$ cat config.mk
export PLATFORM = sky130hd
export DESIGN_NAME = bfm_top
export DESIGN_NICKNAME = d
export VERILOG_FILES = /design/src/design/bfm_pkg.sv /design/src/design/bfm_top.sv
export SDC_FILE = /design/constraint.sdc
export NUM_CORES = 2
export LEC_CHECK = 0
export BUFFER_PORTS_ARGS = -buffer_cell sky130_fd_sc_hd__buf_2
export CORE_MARGIN = 2
export CORE_UTILIZATION = 50
export DETAILED_ROUTE_END_ITERATION = 6
export HOLD_SLACK_MARGIN = 0.05
export MAX_ROUTING_LAYER = met4
export PLACE_DENSITY = 0.74
export SETUP_SLACK_MARGIN = 0.15
export SYNTH_ARGS = -nofsm -noshare
export SYNTH_HDL_FRONTEND = slang
export SYNTH_MEMORY_MAX_BITS = 65536
export SYNTH_SLANG_ARGS = --single-unit
$ cat constraint.sdc
create_clock -name aclk -period 9.65 [get_ports aclk]
set_clock_uncertainty 0.15 [all_clocks]
set_input_delay 1.93 -clock aclk [delete_from_list [all_inputs] [get_ports aclk]]
set_output_delay 1.93 -clock aclk [all_outputs]
set_load 0.02 [all_outputs]
$ cat src/design/bfm_pkg.sv
// Shared constants and types for the bidirectional queue, mailbox and parity block.
package bfm_pkg;

  ////////////////////////////////////////////////////////////////////////////////
  // Geometry.
  localparam int unsigned DATA_W   = 36;
  localparam int unsigned DEPTH    = 64;
  localparam int unsigned PTR_W    = 6;
  localparam int unsigned CNT_W    = 7;
  localparam int unsigned BYTE_W   = 9;
  localparam int unsigned NUM_BYTE = 4;
  localparam int unsigned NUM_Q    = 2;
  localparam int unsigned Q_A_TO_B = 0;
  localparam int unsigned Q_B_TO_A = 1;
  localparam logic [CNT_W-1:0] CNT_FULL = 7'h40;
  localparam logic [CNT_W-1:0] CNT_ZERO = 7'h00;

  ////////////////////////////////////////////////////////////////////////////////
  // Offset presets chosen by the strap captured during reset.
  localparam logic [CNT_W-1:0] X_PRESET0 = 7'h08;
  localparam logic [CNT_W-1:0] X_PRESET1 = 7'h10;
  localparam logic [CNT_W-1:0] X_PRESET2 = 7'h18;
  localparam logic [CNT_W-1:0] X_PRESET3 = 7'h04;

  ////////////////////////////////////////////////////////////////////////////////
  // Register map, byte addresses.
  localparam int unsigned AXI_AW = 4;
  localparam logic [AXI_AW-1:0] OFS_CTRL   = 4'h0;
  localparam logic [AXI_AW-1:0] OFS_STATUS = 4'h4;
  localparam logic [AXI_AW-1:0] OFS_LEVEL  = 4'h8;
  localparam int unsigned CTRL_ODD_BIT = 0;
  localparam logic CTRL_ODD_RST = 1'b1;
  localparam int unsigned LEVEL_B_LSB = 16;
  localparam logic [1:0] RESP_OKAY   = 2'h0;
  localparam logic [1:0] RESP_SLVERR = 2'h2;

  ////////////////////////////////////////////////////////////////////////////////
  // Flag group of one queue, all active high meaning space or data present.
  typedef struct packed {
    logic not_empty;
    logic almost_empty_n;
    logic almost_full_n;
    logic not_full;
  } bfm_flags_type;

  localparam bfm_flags_type FLAGS_RST = '{1'b0, 1'b0, 1'b1, 1'b1};

  // Decoded port operations.
  typedef struct packed {
    logic fifo_wr;
    logic fifo_rd;
    logic mail_wr;
    logic mail_rd;
  } bfm_op_type;

endpackage

$ cat src/design/bfm_top.sv
// Bidirectional 64 x 36 queue pair with mailboxes, parity and a register slave.
`timescale 1ns/1ps

module bfm_top (
  // Clock and reset.
  input  wire logic                        aclk,
  input  wire logic                        aresetn,
  // Offset strap, sampled while reset is held.
  input  wire logic [1:0]                  offset_select,
  // Port A control.
  input  wire logic                        porta_chip_select_n,
  input  wire logic                        porta_write_not_read,
  input  wire logic                        porta_enable,
  input  wire logic                        porta_mailbox_select,
  input  wire logic                        porta_parity_generate,
  // Port A data bus.
  input  wire logic [bfm_pkg::DATA_W-1:0]  porta_data_in,
  output logic      [bfm_pkg::DATA_W-1:0]  porta_data_out,
  output logic                             porta_data_oe,
  // Port A flags.
  output logic                             porta_not_empty,
  output logic                             porta_almost_empty_n,
  output logic                             porta_almost_full_n,
  output logic                             porta_not_full,
  output logic                             porta_parity_error_n,
  output logic                             b_to_a_mail_flag_n,
  // Port B control.
  input  wire logic                        portb_chip_select_n,
  input  wire logic                        portb_write_not_read,
  input  wire logic                        portb_enable,
  input  wire logic                        portb_mailbox_select,
  input  wire logic                        portb_parity_generate,
  // Port B data bus.
  input  wire logic [bfm_pkg::DATA_W-1:0]  portb_data_in,
  output logic      [bfm_pkg::DATA_W-1:0]  portb_data_out,
  output logic                             portb_data_oe,
  // Port B flags.
  output logic                             portb_not_empty,
  output logic                             portb_almost_empty_n,
  output logic                             portb_almost_full_n,
  output logic                             portb_not_full,
  output logic                             portb_parity_error_n,
  output logic                             a_to_b_mail_flag_n,
  // AXI4-Lite write channels.
  input  wire logic [bfm_pkg::AXI_AW-1:0]  s_axi_awaddr,
  input  wire logic                        s_axi_awvalid,
  output logic                             s_axi_awready,
  input  wire logic [31:0]                 s_axi_wdata,
  input  wire logic [3:0]                  s_axi_wstrb,
  input  wire logic                        s_axi_wvalid,
  output logic                             s_axi_wready,
  output logic      [1:0]                  s_axi_bresp,
  output logic                             s_axi_bvalid,
  input  wire logic                        s_axi_bready,
  // AXI4-Lite read channels.
  input  wire logic [bfm_pkg::AXI_AW-1:0]  s_axi_araddr,
  input  wire logic                        s_axi_arvalid,
  output logic                             s_axi_arready,
  output logic      [31:0]                 s_axi_rdata,
  output logic      [1:0]                  s_axi_rresp,
  output logic                             s_axi_rvalid,
  input  wire logic                        s_axi_rready
);

  ////////////////////////////////////////////////////////////////////////////////
  // Parity helpers.

  // Returns high when any byte fails the selected parity.
  function automatic logic parity_fail(input logic [bfm_pkg::DATA_W-1:0] d, input logic odd);
    logic fail;
    fail = 1'b0;
    for (int i = 0; i < bfm_pkg::NUM_BYTE; i++) begin
      // Odd select fails on an odd count of low bits, even select on an even count.
      fail = fail | (odd ? ~^d[i*bfm_pkg::BYTE_W +: bfm_pkg::BYTE_W]
                         : ^d[i*bfm_pkg::BYTE_W +: bfm_pkg::BYTE_W]);
    end
    return fail;
  endfunction

  // Replaces the top bit of each byte with parity of its lower eight bits.
  function automatic logic [bfm_pkg::DATA_W-1:0] parity_fill(
      input logic [bfm_pkg::DATA_W-1:0] d, input logic odd);
    logic [bfm_pkg::DATA_W-1:0] r;
    r = d;
    for (int i = 0; i < bfm_pkg::NUM_BYTE; i++) begin
      r[i*bfm_pkg::BYTE_W + bfm_pkg::BYTE_W - 1] =
        odd ? ~^d[i*bfm_pkg::BYTE_W +: bfm_pkg::BYTE_W-1]
            : ^d[i*bfm_pkg::BYTE_W +: bfm_pkg::BYTE_W-1];
    end
    return r;
  endfunction

  ////////////////////////////////////////////////////////////////////////////////
  // Port decode.

  logic                       odd_q;
  logic [bfm_pkg::CNT_W-1:0]  x_q;
  bfm_pkg::bfm_op_type        op_a;
  bfm_pkg::bfm_op_type        op_b;
  wire logic                  sel_a = ~porta_chip_select_n & porta_enable;
  wire logic                  sel_b = ~portb_chip_select_n & portb_enable;

  assign op_a.fifo_wr = sel_a & porta_write_not_read & ~porta_mailbox_select;
  assign op_a.mail_wr = sel_a & porta_write_not_read & porta_mailbox_select;
  assign op_a.fifo_rd = sel_a & ~porta_write_not_read & ~porta_mailbox_select;
  assign op_a.mail_rd = sel_a & ~porta_write_not_read & porta_mailbox_select;
  assign op_b.fifo_wr = sel_b & portb_write_not_read & ~portb_mailbox_select;
  assign op_b.mail_wr = sel_b & portb_write_not_read & portb_mailbox_select;
  assign op_b.fifo_rd = sel_b & ~portb_write_not_read & ~portb_mailbox_select;
  assign op_b.mail_rd = sel_b & ~portb_write_not_read & portb_mailbox_select;

  ////////////////////////////////////////////////////////////////////////////////
  // Offset register, loaded from the strap while reset is held.

  wire logic [bfm_pkg::CNT_W-1:0] x_preset =
    (offset_select == 2'h0) ? bfm_pkg::X_PRESET0 :
    (offset_select == 2'h1) ? bfm_pkg::X_PRESET1 :
    (offset_select == 2'h2) ? bfm_pkg::X_PRESET2 : bfm_pkg::X_PRESET3;

  always_ff @(posedge aclk) begin
    if (!aresetn) begin
      x_q <= x_preset;
    end
  end

  ////////////////////////////////////////////////////////////////////////////////
  // Queues: index 0 is written by port A, index 1 by port B.

  logic [bfm_pkg::NUM_Q-1:0]        q_wr_req;
  logic [bfm_pkg::NUM_Q-1:0]        q_rd_req;
  logic [bfm_pkg::NUM_Q-1:0]        q_pg;
  logic [bfm_pkg::DATA_W-1:0]       q_wdata [bfm_pkg::NUM_Q];
  logic [bfm_pkg::DATA_W-1:0]       q_out_q [bfm_pkg::NUM_Q];
  logic [bfm_pkg::CNT_W-1:0]        cnt_q   [bfm_pkg::NUM_Q];
  bfm_pkg::bfm_flags_type           flag_q  [bfm_pkg::NUM_Q];

  assign q_wr_req = {op_b.fifo_wr, op_a.fifo_wr};
  assign q_rd_req = {op_a.fifo_rd, op_b.fifo_rd};
  assign q_pg     = {porta_parity_generate, portb_parity_generate};
  assign q_wdata[bfm_pkg::Q_A_TO_B] = porta_data_in;
  assign q_wdata[bfm_pkg::Q_B_TO_A] = portb_data_in;

  for (genvar q = 0; q < bfm_pkg::NUM_Q; q++) begin : g_queue
    logic [bfm_pkg::DATA_W-1:0] mem [bfm_pkg::DEPTH];
    logic [bfm_pkg::PTR_W-1:0]  wr_ptr_q;
    logic [bfm_pkg::PTR_W-1:0]  rd_ptr_q;
    logic [bfm_pkg::CNT_W-1:0]  cnt_d;
    bfm_pkg::bfm_flags_type     raw_d;
    bfm_pkg::bfm_flags_type     stage_q;
    bfm_pkg::bfm_flags_type     stage2_q;
    wire logic wr_ok = q_wr_req[q] & flag_q[q].not_full;
    wire logic rd_ok = q_rd_req[q] & flag_q[q].not_empty;

    assign cnt_d = cnt_q[q] + {{(bfm_pkg::CNT_W-1){1'b0}}, wr_ok}
                            - {{(bfm_pkg::CNT_W-1){1'b0}}, rd_ok};
    // Level comparisons on the fill that will hold after this edge.
    assign raw_d.not_empty      = (cnt_d != bfm_pkg::CNT_ZERO);
    assign raw_d.almost_empty_n = (cnt_d > x_q);
    assign raw_d.almost_full_n  = (cnt_d < (bfm_pkg::CNT_FULL - x_q));
    assign raw_d.not_full       = (cnt_d != bfm_pkg::CNT_FULL);

    always_ff @(posedge aclk) begin
      if (wr_ok) begin
        mem[wr_ptr_q] <= q_wdata[q];
      end
    end

    always_ff @(posedge aclk) begin
      if (!aresetn) begin
        wr_ptr_q <= '0;
        rd_ptr_q <= '0;
        cnt_q[q] <= bfm_pkg::CNT_ZERO;
        q_out_q[q] <= '0;
      end else begin
        wr_ptr_q <= wr_ptr_q + {{(bfm_pkg::PTR_W-1){1'b0}}, wr_ok};
        rd_ptr_q <= rd_ptr_q + {{(bfm_pkg::PTR_W-1){1'b0}}, rd_ok};
        cnt_q[q] <= cnt_d;
        if (rd_ok) begin
          q_out_q[q] <= q_pg[q] ? parity_fill(mem[rd_ptr_q], odd_q) : mem[rd_ptr_q];
        end
      end
    end

    // A flag drops on the same edge as the level, but rises only on the second edge.
    always_ff @(posedge aclk) begin
      if (!aresetn) begin
        stage_q  <= bfm_pkg::FLAGS_RST;
        stage2_q <= bfm_pkg::FLAGS_RST;
        flag_q[q] <= bfm_pkg::FLAGS_RST;
      end else begin
        stage_q  <= raw_d;
        stage2_q <= stage_q;
        flag_q[q] <= raw_d & stage_q & stage2_q;
      end
    end
  end

  assign porta_not_full       = flag_q[bfm_pkg::Q_A_TO_B].not_full;
  assign porta_almost_full_n  = flag_q[bfm_pkg::Q_A_TO_B].almost_full_n;
  assign portb_not_empty      = flag_q[bfm_pkg::Q_A_TO_B].not_empty;
  assign portb_almost_empty_n = flag_q[bfm_pkg::Q_A_TO_B].almost_empty_n;
  assign portb_not_full       = flag_q[bfm_pkg::Q_B_TO_A].not_full;
  assign portb_almost_full_n  = flag_q[bfm_pkg::Q_B_TO_A].almost_full_n;
  assign porta_not_empty      = flag_q[bfm_pkg::Q_B_TO_A].not_empty;
  assign porta_almost_empty_n = flag_q[bfm_pkg::Q_B_TO_A].almost_empty_n;

  ////////////////////////////////////////////////////////////////////////////////
  // Mailboxes: a write is taken only while the box is empty, a read empties it.

  logic [bfm_pkg::DATA_W-1:0] mail_ab_q;
  logic [bfm_pkg::DATA_W-1:0] mail_ba_q;
  logic                       mail_ab_n_q;
  logic                       mail_ba_n_q;
  wire logic mail_ab_wr = op_a.mail_wr & mail_ab_n_q;
  wire logic mail_ba_wr = op_b.mail_wr & mail_ba_n_q;

  always_ff @(posedge aclk) begin
    if (!aresetn) begin
      mail_ab_q   <= '0;
      mail_ba_q   <= '0;
      mail_ab_n_q <= 1'b1;
      mail_ba_n_q <= 1'b1;
    end else begin
      if (mail_ab_wr) begin
        mail_ab_q <= porta_data_in;
      end
      if (mail_ba_wr) begin
        mail_ba_q <= portb_data_in;
      end
      // A new write wins over a read in the same cycle.
      mail_ab_n_q <= mail_ab_wr ? 1'b0 : (mail_ab_n_q | op_b.mail_rd);
      mail_ba_n_q <= mail_ba_wr ? 1'b0 : (mail_ba_n_q | op_a.mail_rd);
    end
  end

  assign a_to_b_mail_flag_n = mail_ab_n_q;
  assign b_to_a_mail_flag_n = mail_ba_n_q;

  ////////////////////////////////////////////////////////////////////////////////
  // Output buses and parity error flags.

  wire logic mail_gen_a = op_a.mail_rd & porta_parity_generate;
  wire logic mail_gen_b = op_b.mail_rd & portb_parity_generate;

  assign porta_data_oe  = ~porta_chip_select_n & ~porta_write_not_read;
  assign portb_data_oe  = ~portb_chip_select_n & ~portb_write_not_read;
  assign porta_data_out = ~porta_mailbox_select ? q_out_q[bfm_pkg::Q_B_TO_A] :
                          porta_parity_generate ? parity_fill(mail_ba_q, odd_q) :
                          mail_ba_q;
  assign portb_data_out = ~portb_mailbox_select ? q_out_q[bfm_pkg::Q_A_TO_B] :
                          portb_parity_generate ? parity_fill(mail_ab_q, odd_q) :
                          mail_ab_q;
  assign porta_parity_error_n = mail_gen_a | ~parity_fail(porta_data_in, odd_q);
  assign portb_parity_error_n = mail_gen_b | ~parity_fail(portb_data_in, odd_q);

  ////////////////////////////////////////////////////////////////////////////////
  // AXI4-Lite slave.

  logic                       aw_held_q;
  logic                       w_held_q;
  logic [bfm_pkg::AXI_AW-1:0] awaddr_q;
  logic [31:0]                wdata_q;
  logic [3:0]                 wstrb_q;
  logic                       bvalid_q;
  logic [1:0]                 bresp_q;
  logic                       rvalid_q;
  logic [1:0]                 rresp_q;
  logic [31:0]                rdata_q;
  logic [31:0]                rd_word;
  logic                       rd_hit;

  assign s_axi_awready = ~aw_held_q & ~bvalid_q;
  assign s_axi_wready  = ~w_held_q & ~bvalid_q;
  assign s_axi_arready = ~rvalid_q;
  assign s_axi_bvalid  = bvalid_q;
  assign s_axi_bresp   = bresp_q;
  assign s_axi_rvalid  = rvalid_q;
  assign s_axi_rresp   = rresp_q;
  assign s_axi_rdata   = rdata_q;

  wire logic aw_take = s_axi_awvalid & s_axi_awready;
  wire logic w_take  = s_axi_wvalid & s_axi_wready;
  wire logic ar_take = s_axi_arvalid & s_axi_arready;
  wire logic aw_have = aw_held_q | aw_take;
  wire logic w_have  = w_held_q | w_take;
  wire logic wr_fire = aw_have & w_have;
  wire logic [bfm_pkg::AXI_AW-1:0] wr_addr = aw_held_q ? awaddr_q : s_axi_awaddr;
  wire logic [31:0] wr_data = w_held_q ? wdata_q : s_axi_wdata;
  wire logic [3:0]  wr_strb = w_held_q ? wstrb_q : s_axi_wstrb;
  wire logic wr_ctrl = wr_fire & (wr_addr == bfm_pkg::OFS_CTRL);
  wire logic wr_hit  = (wr_addr == bfm_pkg::OFS_CTRL) | (wr_addr == bfm_pkg::OFS_STATUS) |
                       (wr_addr == bfm_pkg::OFS_LEVEL);

  wire logic [31:0] status_word = {20'h00000, ~portb_parity_error_n, ~porta_parity_error_n,
                                   mail_ba_n_q, mail_ab_n_q,
                                   flag_q[bfm_pkg::Q_B_TO_A], flag_q[bfm_pkg::Q_A_TO_B]};
  wire logic [31:0] level_word  = {9'h000, cnt_q[bfm_pkg::Q_B_TO_A],
                                   9'h000, cnt_q[bfm_pkg::Q_A_TO_B]};

  always_comb begin
    rd_hit  = 1'b1;
    rd_word = 32'h00000000;
    case (s_axi_araddr)
      bfm_pkg::OFS_CTRL:   rd_word[bfm_pkg::CTRL_ODD_BIT] = odd_q;
      bfm_pkg::OFS_STATUS: rd_word = status_word;
      bfm_pkg::OFS_LEVEL:  rd_word = level_word;
      default:             rd_hit = 1'b0;
    endcase
  end

  always_ff @(posedge aclk) begin
    if (!aresetn) begin
      aw_held_q <= 1'b0;
      w_held_q  <= 1'b0;
      awaddr_q  <= '0;
      wdata_q   <= 32'h00000000;
      wstrb_q   <= 4'h0;
      bvalid_q  <= 1'b0;
      bresp_q   <= bfm_pkg::RESP_OKAY;
      odd_q     <= bfm_pkg::CTRL_ODD_RST;
    end else begin
      if (aw_take) begin
        awaddr_q <= s_axi_awaddr;
      end
      if (w_take) begin
        wdata_q <= s_axi_wdata;
        wstrb_q <= s_axi_wstrb;
      end
      aw_held_q <= aw_have & ~wr_fire;
      w_held_q  <= w_have & ~wr_fire;
      if (wr_fire) begin
        bvalid_q <= 1'b1;
        bresp_q  <= wr_hit ? bfm_pkg::RESP_OKAY : bfm_pkg::RESP_SLVERR;
      end else if (s_axi_bready) begin
        bvalid_q <= 1'b0;
      end
      if (wr_ctrl & wr_strb[0]) begin
        odd_q <= wr_data[bfm_pkg::CTRL_ODD_BIT];
      end
    end
  end

  always_ff @(posedge aclk) begin
    if (!aresetn) begin
      rvalid_q <= 1'b0;
      rresp_q  <= bfm_pkg::RESP_OKAY;
      rdata_q  <= 32'h00000000;
    end else if (ar_take) begin
      rvalid_q <= 1'b1;
      rresp_q  <= rd_hit ? bfm_pkg::RESP_OKAY : bfm_pkg::RESP_SLVERR;
      rdata_q  <= rd_word;
    end else if (s_axi_rready) begin
      rvalid_q <= 1'b0;
    end
  end

endmodule

# == After elaboration in Yosys (flattened, before gate mapping) ==
# Memories as Yosys holds them, arrays and structs flattened. A register that Yosys moved wholly into a read port is not among the register bits.
# Cells that the tools add are included.
# word_totals
ff_bits,168
mem_bits_rw,4702
in_bits,135
output_inout_bits,127
elab_cells,259
memories,5
# op_classes
n_addsub,9
n_lt_le_gt_ge,4
eq_ne,8
n_mux,66
bitwise_logic,73
reduce_logical,57
# memory_table
name,words,word_bits,read_ports,rd_ports_with_merged_regs,wr,line_no,rtl
g_queue[0].mem,64,36,1,1,1,bfm_top.sv:144,logic [bfm_pkg::DATA_W-1:0] mem [bfm_pkg::DEPTH];
g_queue[1].mem,64,36,1,1,1,bfm_top.sv:144,
q_out_q,2,36,2,0,2,bfm_top.sv:133,logic [bfm_pkg::DATA_W-1:0] q_out_q [bfm_pkg::NUM_Q];
cnt_q,2,7,2,0,2,bfm_top.sv:134,logic [bfm_pkg::CNT_W-1:0] cnt_q [bfm_pkg::NUM_Q];
flag_q,2,4,2,0,2,bfm_top.sv:135,bfm_pkg::bfm_flags_type flag_q [bfm_pkg::NUM_Q];
# ops
cell,count
36-bit 2-to-1 mux,8
8-bit XNOR reduction,16
8-bit parity,16
9-bit XNOR reduction,8
9-bit parity,8
1-bit 2-to-1 mux,45
22-bit one-hot mux with 2 select lines,1
1-bit AND,34
6-bit by 1-bit adder with 6-bit output,4
1-bit bitwise OR,20
4-bit AND,4
1-bit NOT,15
7-bit by 1-bit adder with 7-bit output,2
7-bit > comparator,2
7-bit less-than comparator,2
7-bit 2-to-1 mux,2
"7-bit inequality test, second input constant",2
7-bit nonzero test,2
7-bit by 1-bit subtractor with 7-bit output,2
4-bit 2-to-1 mux,3
6-bit 2-to-1 mux,2
5-bit 2-to-1 mux,2
"4-bit by 3-bit equality test with 1-bit output, second input constant",2
"4-bit equality test, second input constant",2
other kinds (10),13

# == Longest topological paths before layout ==
# logic_depth
ltp_word,11
depth_mapped,17
depth_no_buf,17

# == Worst setup path after synthesis ==
# OpenSTA, ideal clock, no wires.
# synth_path
kind,input-to-output
start,in porta_data_in[5] in the netlist's numbering
end,out porta_parity_error_n
t_arrival_ps,3327
required_time_ps,7570
path_slack_ps,4243
stages,8
path_buffers,0
cell_sequence,xnor2_1 > xnor2_1 > xnor2_1 > xnor2_1 > or4_1 > a21oi_1 > a21oi_1 > inv_1
# synth_via
elab_chain_cells,7
elab_cells_between_ends,8
cone_classes,mux: 1; bitwise: 5; reduce/logical: 2
# synth_lines
element,line_no,rtl
from (decl),bfm_top.sv:17,"input wire logic [bfm_pkg::DATA_W-1:0] porta_data_in,"
9-bit parity or 9-bit XNOR reduction (tied branches),"bfm_top.sv:75, bfm_top.sv:74",
1-bit 2-to-1 mux *,bfm_top.sv:74,fail = fail | (odd ? ~^d[i*bfm_pkg::BYTE_W +: bfm_pkg::BYTE_W]
1-bit bitwise OR * (3 in a row),bfm_top.sv:74,
1-bit NOT *,bfm_top.sv:253,"assign porta_parity_error_n = mail_gen_a | ~parity_fail(porta_data_in, odd_q);"
1-bit bitwise OR *,bfm_top.sv:253,
to (decl),bfm_top.sv:25,"output logic porta_parity_error_n,"
# Every way passes the cells marked *; elsewhere a longest branch is shown, timed or not.

# == Worst setup path in the final report ==
# layout_path
start,in porta_data_in[7] in the netlist's numbering
end,out porta_parity_error_n
# Same word-level chain as after synthesis.

==> impl_metrics.env <==
export IMPL_status="finished clean"
export IMPL_worst_hold_startpoint="g_queue[1].stage2_q[3]$_SDFF_PN0_"
export IMPL_max_freq_mhz=135
export IMPL_avgRoutedWirePerCell_um=34.5
export IMPL_first_iter_violations=13927
export IMPL_gr_layer_usage_met3_pct=4.55
export IMPL_power_switching_mw=8.47
export IMPL_tritoncts_clock_tree="built"
export IMPL_critPathKind="in2out"
export IMPL_number_of_top_level_design_ports=262
export IMPL_place_detailed_instances=13309
export IMPL_cts_num_sinks=4851
export IMPL_drtPass1Iterations=7
export IMPL_largest_net_degree_at_the_start_of_global_routing=132
export IMPL_arrival_ns=5.30
export IMPL_area_growth_synth_to_final_pct=12.2
export IMPL_use_met2_pct=42.5
export IMPL_worstHoldPathCells=2
export IMPL_worstRegToRegCells=11
export IMPL_groute_usage_overall_pct=26.4
export IMPL_synthCells=8278
export IMPL_path_clk_slew_ns=0.06
export IMPL_final_hold_viol_count=0
export IMPL_num_rows=224
export IMPL_num_nets_final=8970
export IMPL_postSynth_asyncResetShare_pct=0
export IMPL_groute_layer_met1_usage_pct=33.7
export IMPL_share_of_the_clock_period_used_by_the_worst_path_pct=76.5
export IMPL_synthesis_area_um2=187000
export IMPL_setup_worst_path_end_class="output pin"
export IMPL_netlist_cell_type_count=61
export IMPL_core_region_area_um2=372000
export IMPL_post_layout_total_power_mw=41.9
export IMPL_synth_seq_area_share_pct=77.0
export IMPL_power_share_switching_pct=20.2
export IMPL_sequentialPowerShare_pct=55.4
export IMPL_wire_length_of_the_first_global_routing_pass_um=689000
export IMPL_timing_startpoint_of_the_critical_path="porta_data_in[7]"
export IMPL_multiInputGateArea_um2=41600
export IMPL_critical_path_reg2reg_endpoint="q_out_q[0][35]$_SDFFCE_PN0P_"
export IMPL_global_route_peak_usage_layer="met2"
export IMPL_chipHeight_um=616
export IMPL_holdBufCountCts=0
export IMPL_reg2reg_from="g_queue[0].rd_ptr_q[1]$_SDFF_PN0_"
export IMPL_grt_remaining_overflow=0
export IMPL_share_comb_of_total_power_pct=2.9
export IMPL_max_slew_margin_pct=10.1
export IMPL_ys_seq_elements=4851
export IMPL_pwr_share_clk_pct=41.7
export IMPL_detailed_place_hpwl_um=263000
export IMPL_cts_path_max_buffers=4
export IMPL_ir_worst_vdd_v=0.000234
export IMPL_cts_root_buffer_cell="sky130_fd_sc_hd__clkbuf_16"
export IMPL_antenna_found_initial=28
export IMPL_cts_made_buffers=453
export IMPL_floorplan_initialDensity_pct=50.2
export IMPL_cap_viol_max_count=0
export IMPL_setup_fix_buffers_added_after_clock_tree_synthesis=0
export IMPL_internal_power_mw=33.4
export IMPL_route_detailed_vias_per_inst=6.49
export IMPL_hold_path_end="flag_q[1][3]$_SDFF_PN0_"
export IMPL_via_count_of_the_first_global_routing_pass=92525
export IMPL_finish_cell_count_without_fillers=14155
export IMPL_h_tree_depth=5
export IMPL_worst_max_slew_pin_slew_ns=1.35
export IMPL_cellPowerDensity_nw_per_um2=199
export IMPL_synth_edf_count=4683
export IMPL_leakagePower_nw=63.7
export IMPL_setup_crit_start_kind="primary input"
export IMPL_insertion_delay_ns=0.97
export IMPL_regToRegSetupSlack_ns=3.68
export IMPL_ff_latch_area_um2=144000
export IMPL_timing_hold_worst_class="reg2reg"
export IMPL_worst_endpoint_required_ns=7.57
export IMPL_cts_repair_resized=0
export IMPL_dr_total_vias=91815
export IMPL_io_buffer_count=212
export IMPL_worst_hold_slack_ns=0.270
export IMPL_floorplan_die_area_um2=379000
export IMPL_most_common_layout_cells="sky130_fd_sc_hd__edfxtp_1, sky130_fd_sc_hd__mux4_2, sky130_fd_sc_hd__clkbuf_16, sky130_fd_sc_hd__buf_4, sky130_fd_sc_hd__buf_2"
export IMPL_routed_wl_um=489000
export IMPL_yosysWarnings=0
export IMPL_gp_congestion=0.819
export IMPL_die_outline_width_um=616
export IMPL_avgSynthCellArea_um2=22.6
export IMPL_final_setup_viol_count=0
export IMPL_crit_fanout=66
export IMPL_drtAntennaViolNets=0
export IMPL_fin_setup_tns_ns=0
export IMPL_mostFrequentLayoutCell="sky130_fd_sc_hd__edfxtp_1"
export IMPL_unrepaired_setup_endpoints_after_global_routing="false"
export IMPL_drc=0
export IMPL_fillerInstances=25902
export IMPL_finalCriticalPeriod_ns=7.38
export IMPL_synth_ff_type="sky130_fd_sc_hd__edfxtp_1"
export IMPL_finalMaxSlewViolations=0
export IMPL_post_route_cells_drive_above_1_share_pct=29.7
## through the flow
step           area (µm²)  worst slack, ns  util [%]
3_3_place_gp       196000             2.23      52.5
6_report           210000             2.27      56.4
3_5_place_dp       196000             2.29      52.5
5_1_grt            210000             2.13      56.4
4_1_cts            210000             2.29      56.4
2_1_floorplan      187000             4.24         -
## sequential cells by signal (all words and copies together) (netlist names), 12 cells and up
name	cells
g_queue.rd_ptr_q	12
g_queue.mem	4608
mail_ab_q	36
s_axi_rdata	19
g_queue.wr_ptr_q	12
mail_ba_q	36
cnt_q	14
q_out_q	72
## cells by family after synthesis
logic type	share of synthesized area [%]
flip-flops	77.0
AND/OR/NAND/NOR	1.57
other	0.00200
XOR/XNOR	1.04
AO/OA/AOI/OAI	1.96
buffers and inverters	1.37
adder cells (fa/ha/maj)	0.296
multiplexers	16.8
## critical path, stage by stage
cell and delay [ns]:
sky130_fd_sc_hd__buf_2 0.95, sky130_fd_sc_hd__xnor2_1 0.30, sky130_fd_sc_hd__xnor2_1 0.28, sky130_fd_sc_hd__xnor2_1 0.18, sky130_fd_sc_hd__xnor2_1 0.13, sky130_fd_sc_hd__or4_1 0.53
sky130_fd_sc_hd__a21oi_2 0.56, sky130_fd_sc_hd__a21oi_1 0.13, sky130_fd_sc_hd__inv_1 0.08, sky130_fd_sc_hd__buf_2 0.16
## cell usage after synthesis, drive strengths merged (4+ instances only)
cell	number	area share, %
edfxtp	4683	75
mux4	1340	16
buf	267	0.88
nor2	254	0.51
nand2	213	0.43
a21oi	205	0.55
clkbuf	196	0.39
a22oi	193	0.77
dfxtp	168	1.8
xnor2	167	0.78
mux2	70	0.42
mux2i	50	0.27
xor2	49	0.23
nor2b	47	0.16
inv	45	0.090
ha	41	0.27
o21ai	35	0.094
a221oi	32	0.18
and2	27	0.090
a22o	26	0.12
nand3	25	0.067
nand2b	14	0.047
or4	14	0.056
a211oi	12	0.053
nor3	10	0.027
a21o	9	0.036
nand3b	7	0.028
nor3b	7	0.028
a222oi	6	0.032
or3	6	0.020
nand4	5	0.017
nor4	5	0.023
o211ai	5	0.020
or2	5	0.017
a31oi	4	0.013
o21bai	4	0.016
or3b	4	0.019
## power groups by stage
stage               Combinational (mW)  Clock, mW  Sequential, mW
finish                            1.20       17.5            23.2
CTS                               1.19       17.6            23.2
global placement                  1.14          0            23.6
floorplan                        0.576          0            23.6
detailed placement                1.19          0            23.6
global route                      1.30       18.4            23.2
## metal layers
metal / share of wire, % / routed length, µm
met2: 50 / 243000
met1: 35 / 170000
met4: 4.7 / 23200
met3: 11 / 52800
met5: 0 / 0
## how the worst max path moves through the flow
| stage | cells past startpoint | to | slack, ns |
|---|---|---|---|
| detailed placement | 12 | portb_parity_error_n | 2.29 |
| global placement | 12 | portb_parity_error_n | 2.23 |
| CTS | 12 | portb_parity_error_n | 2.29 |
| global route | 12 | portb_parity_error_n | 2.13 |
| floorplan | 8 | porta_parity_error_n | 4.24 |
| finish | 10 | porta_parity_error_n | 2.27 |
## cell type report
| type | count | share of cell area (%) |
|---|---|---|
| multi-input combinational | 2932 | 19.8 |
| timing repair buffer | 508 | 1.65 |
| sequential | 4851 | 68.6 |
| tap | 4972 | 2.96 |
| clock buffer | 594 | 5.84 |
| antenna | 15 | 0.0179 |
| inverter | 46 | 0.0882 |
| clock inverter | 237 | 1.03 |
(Power assumes the default switching activity.)
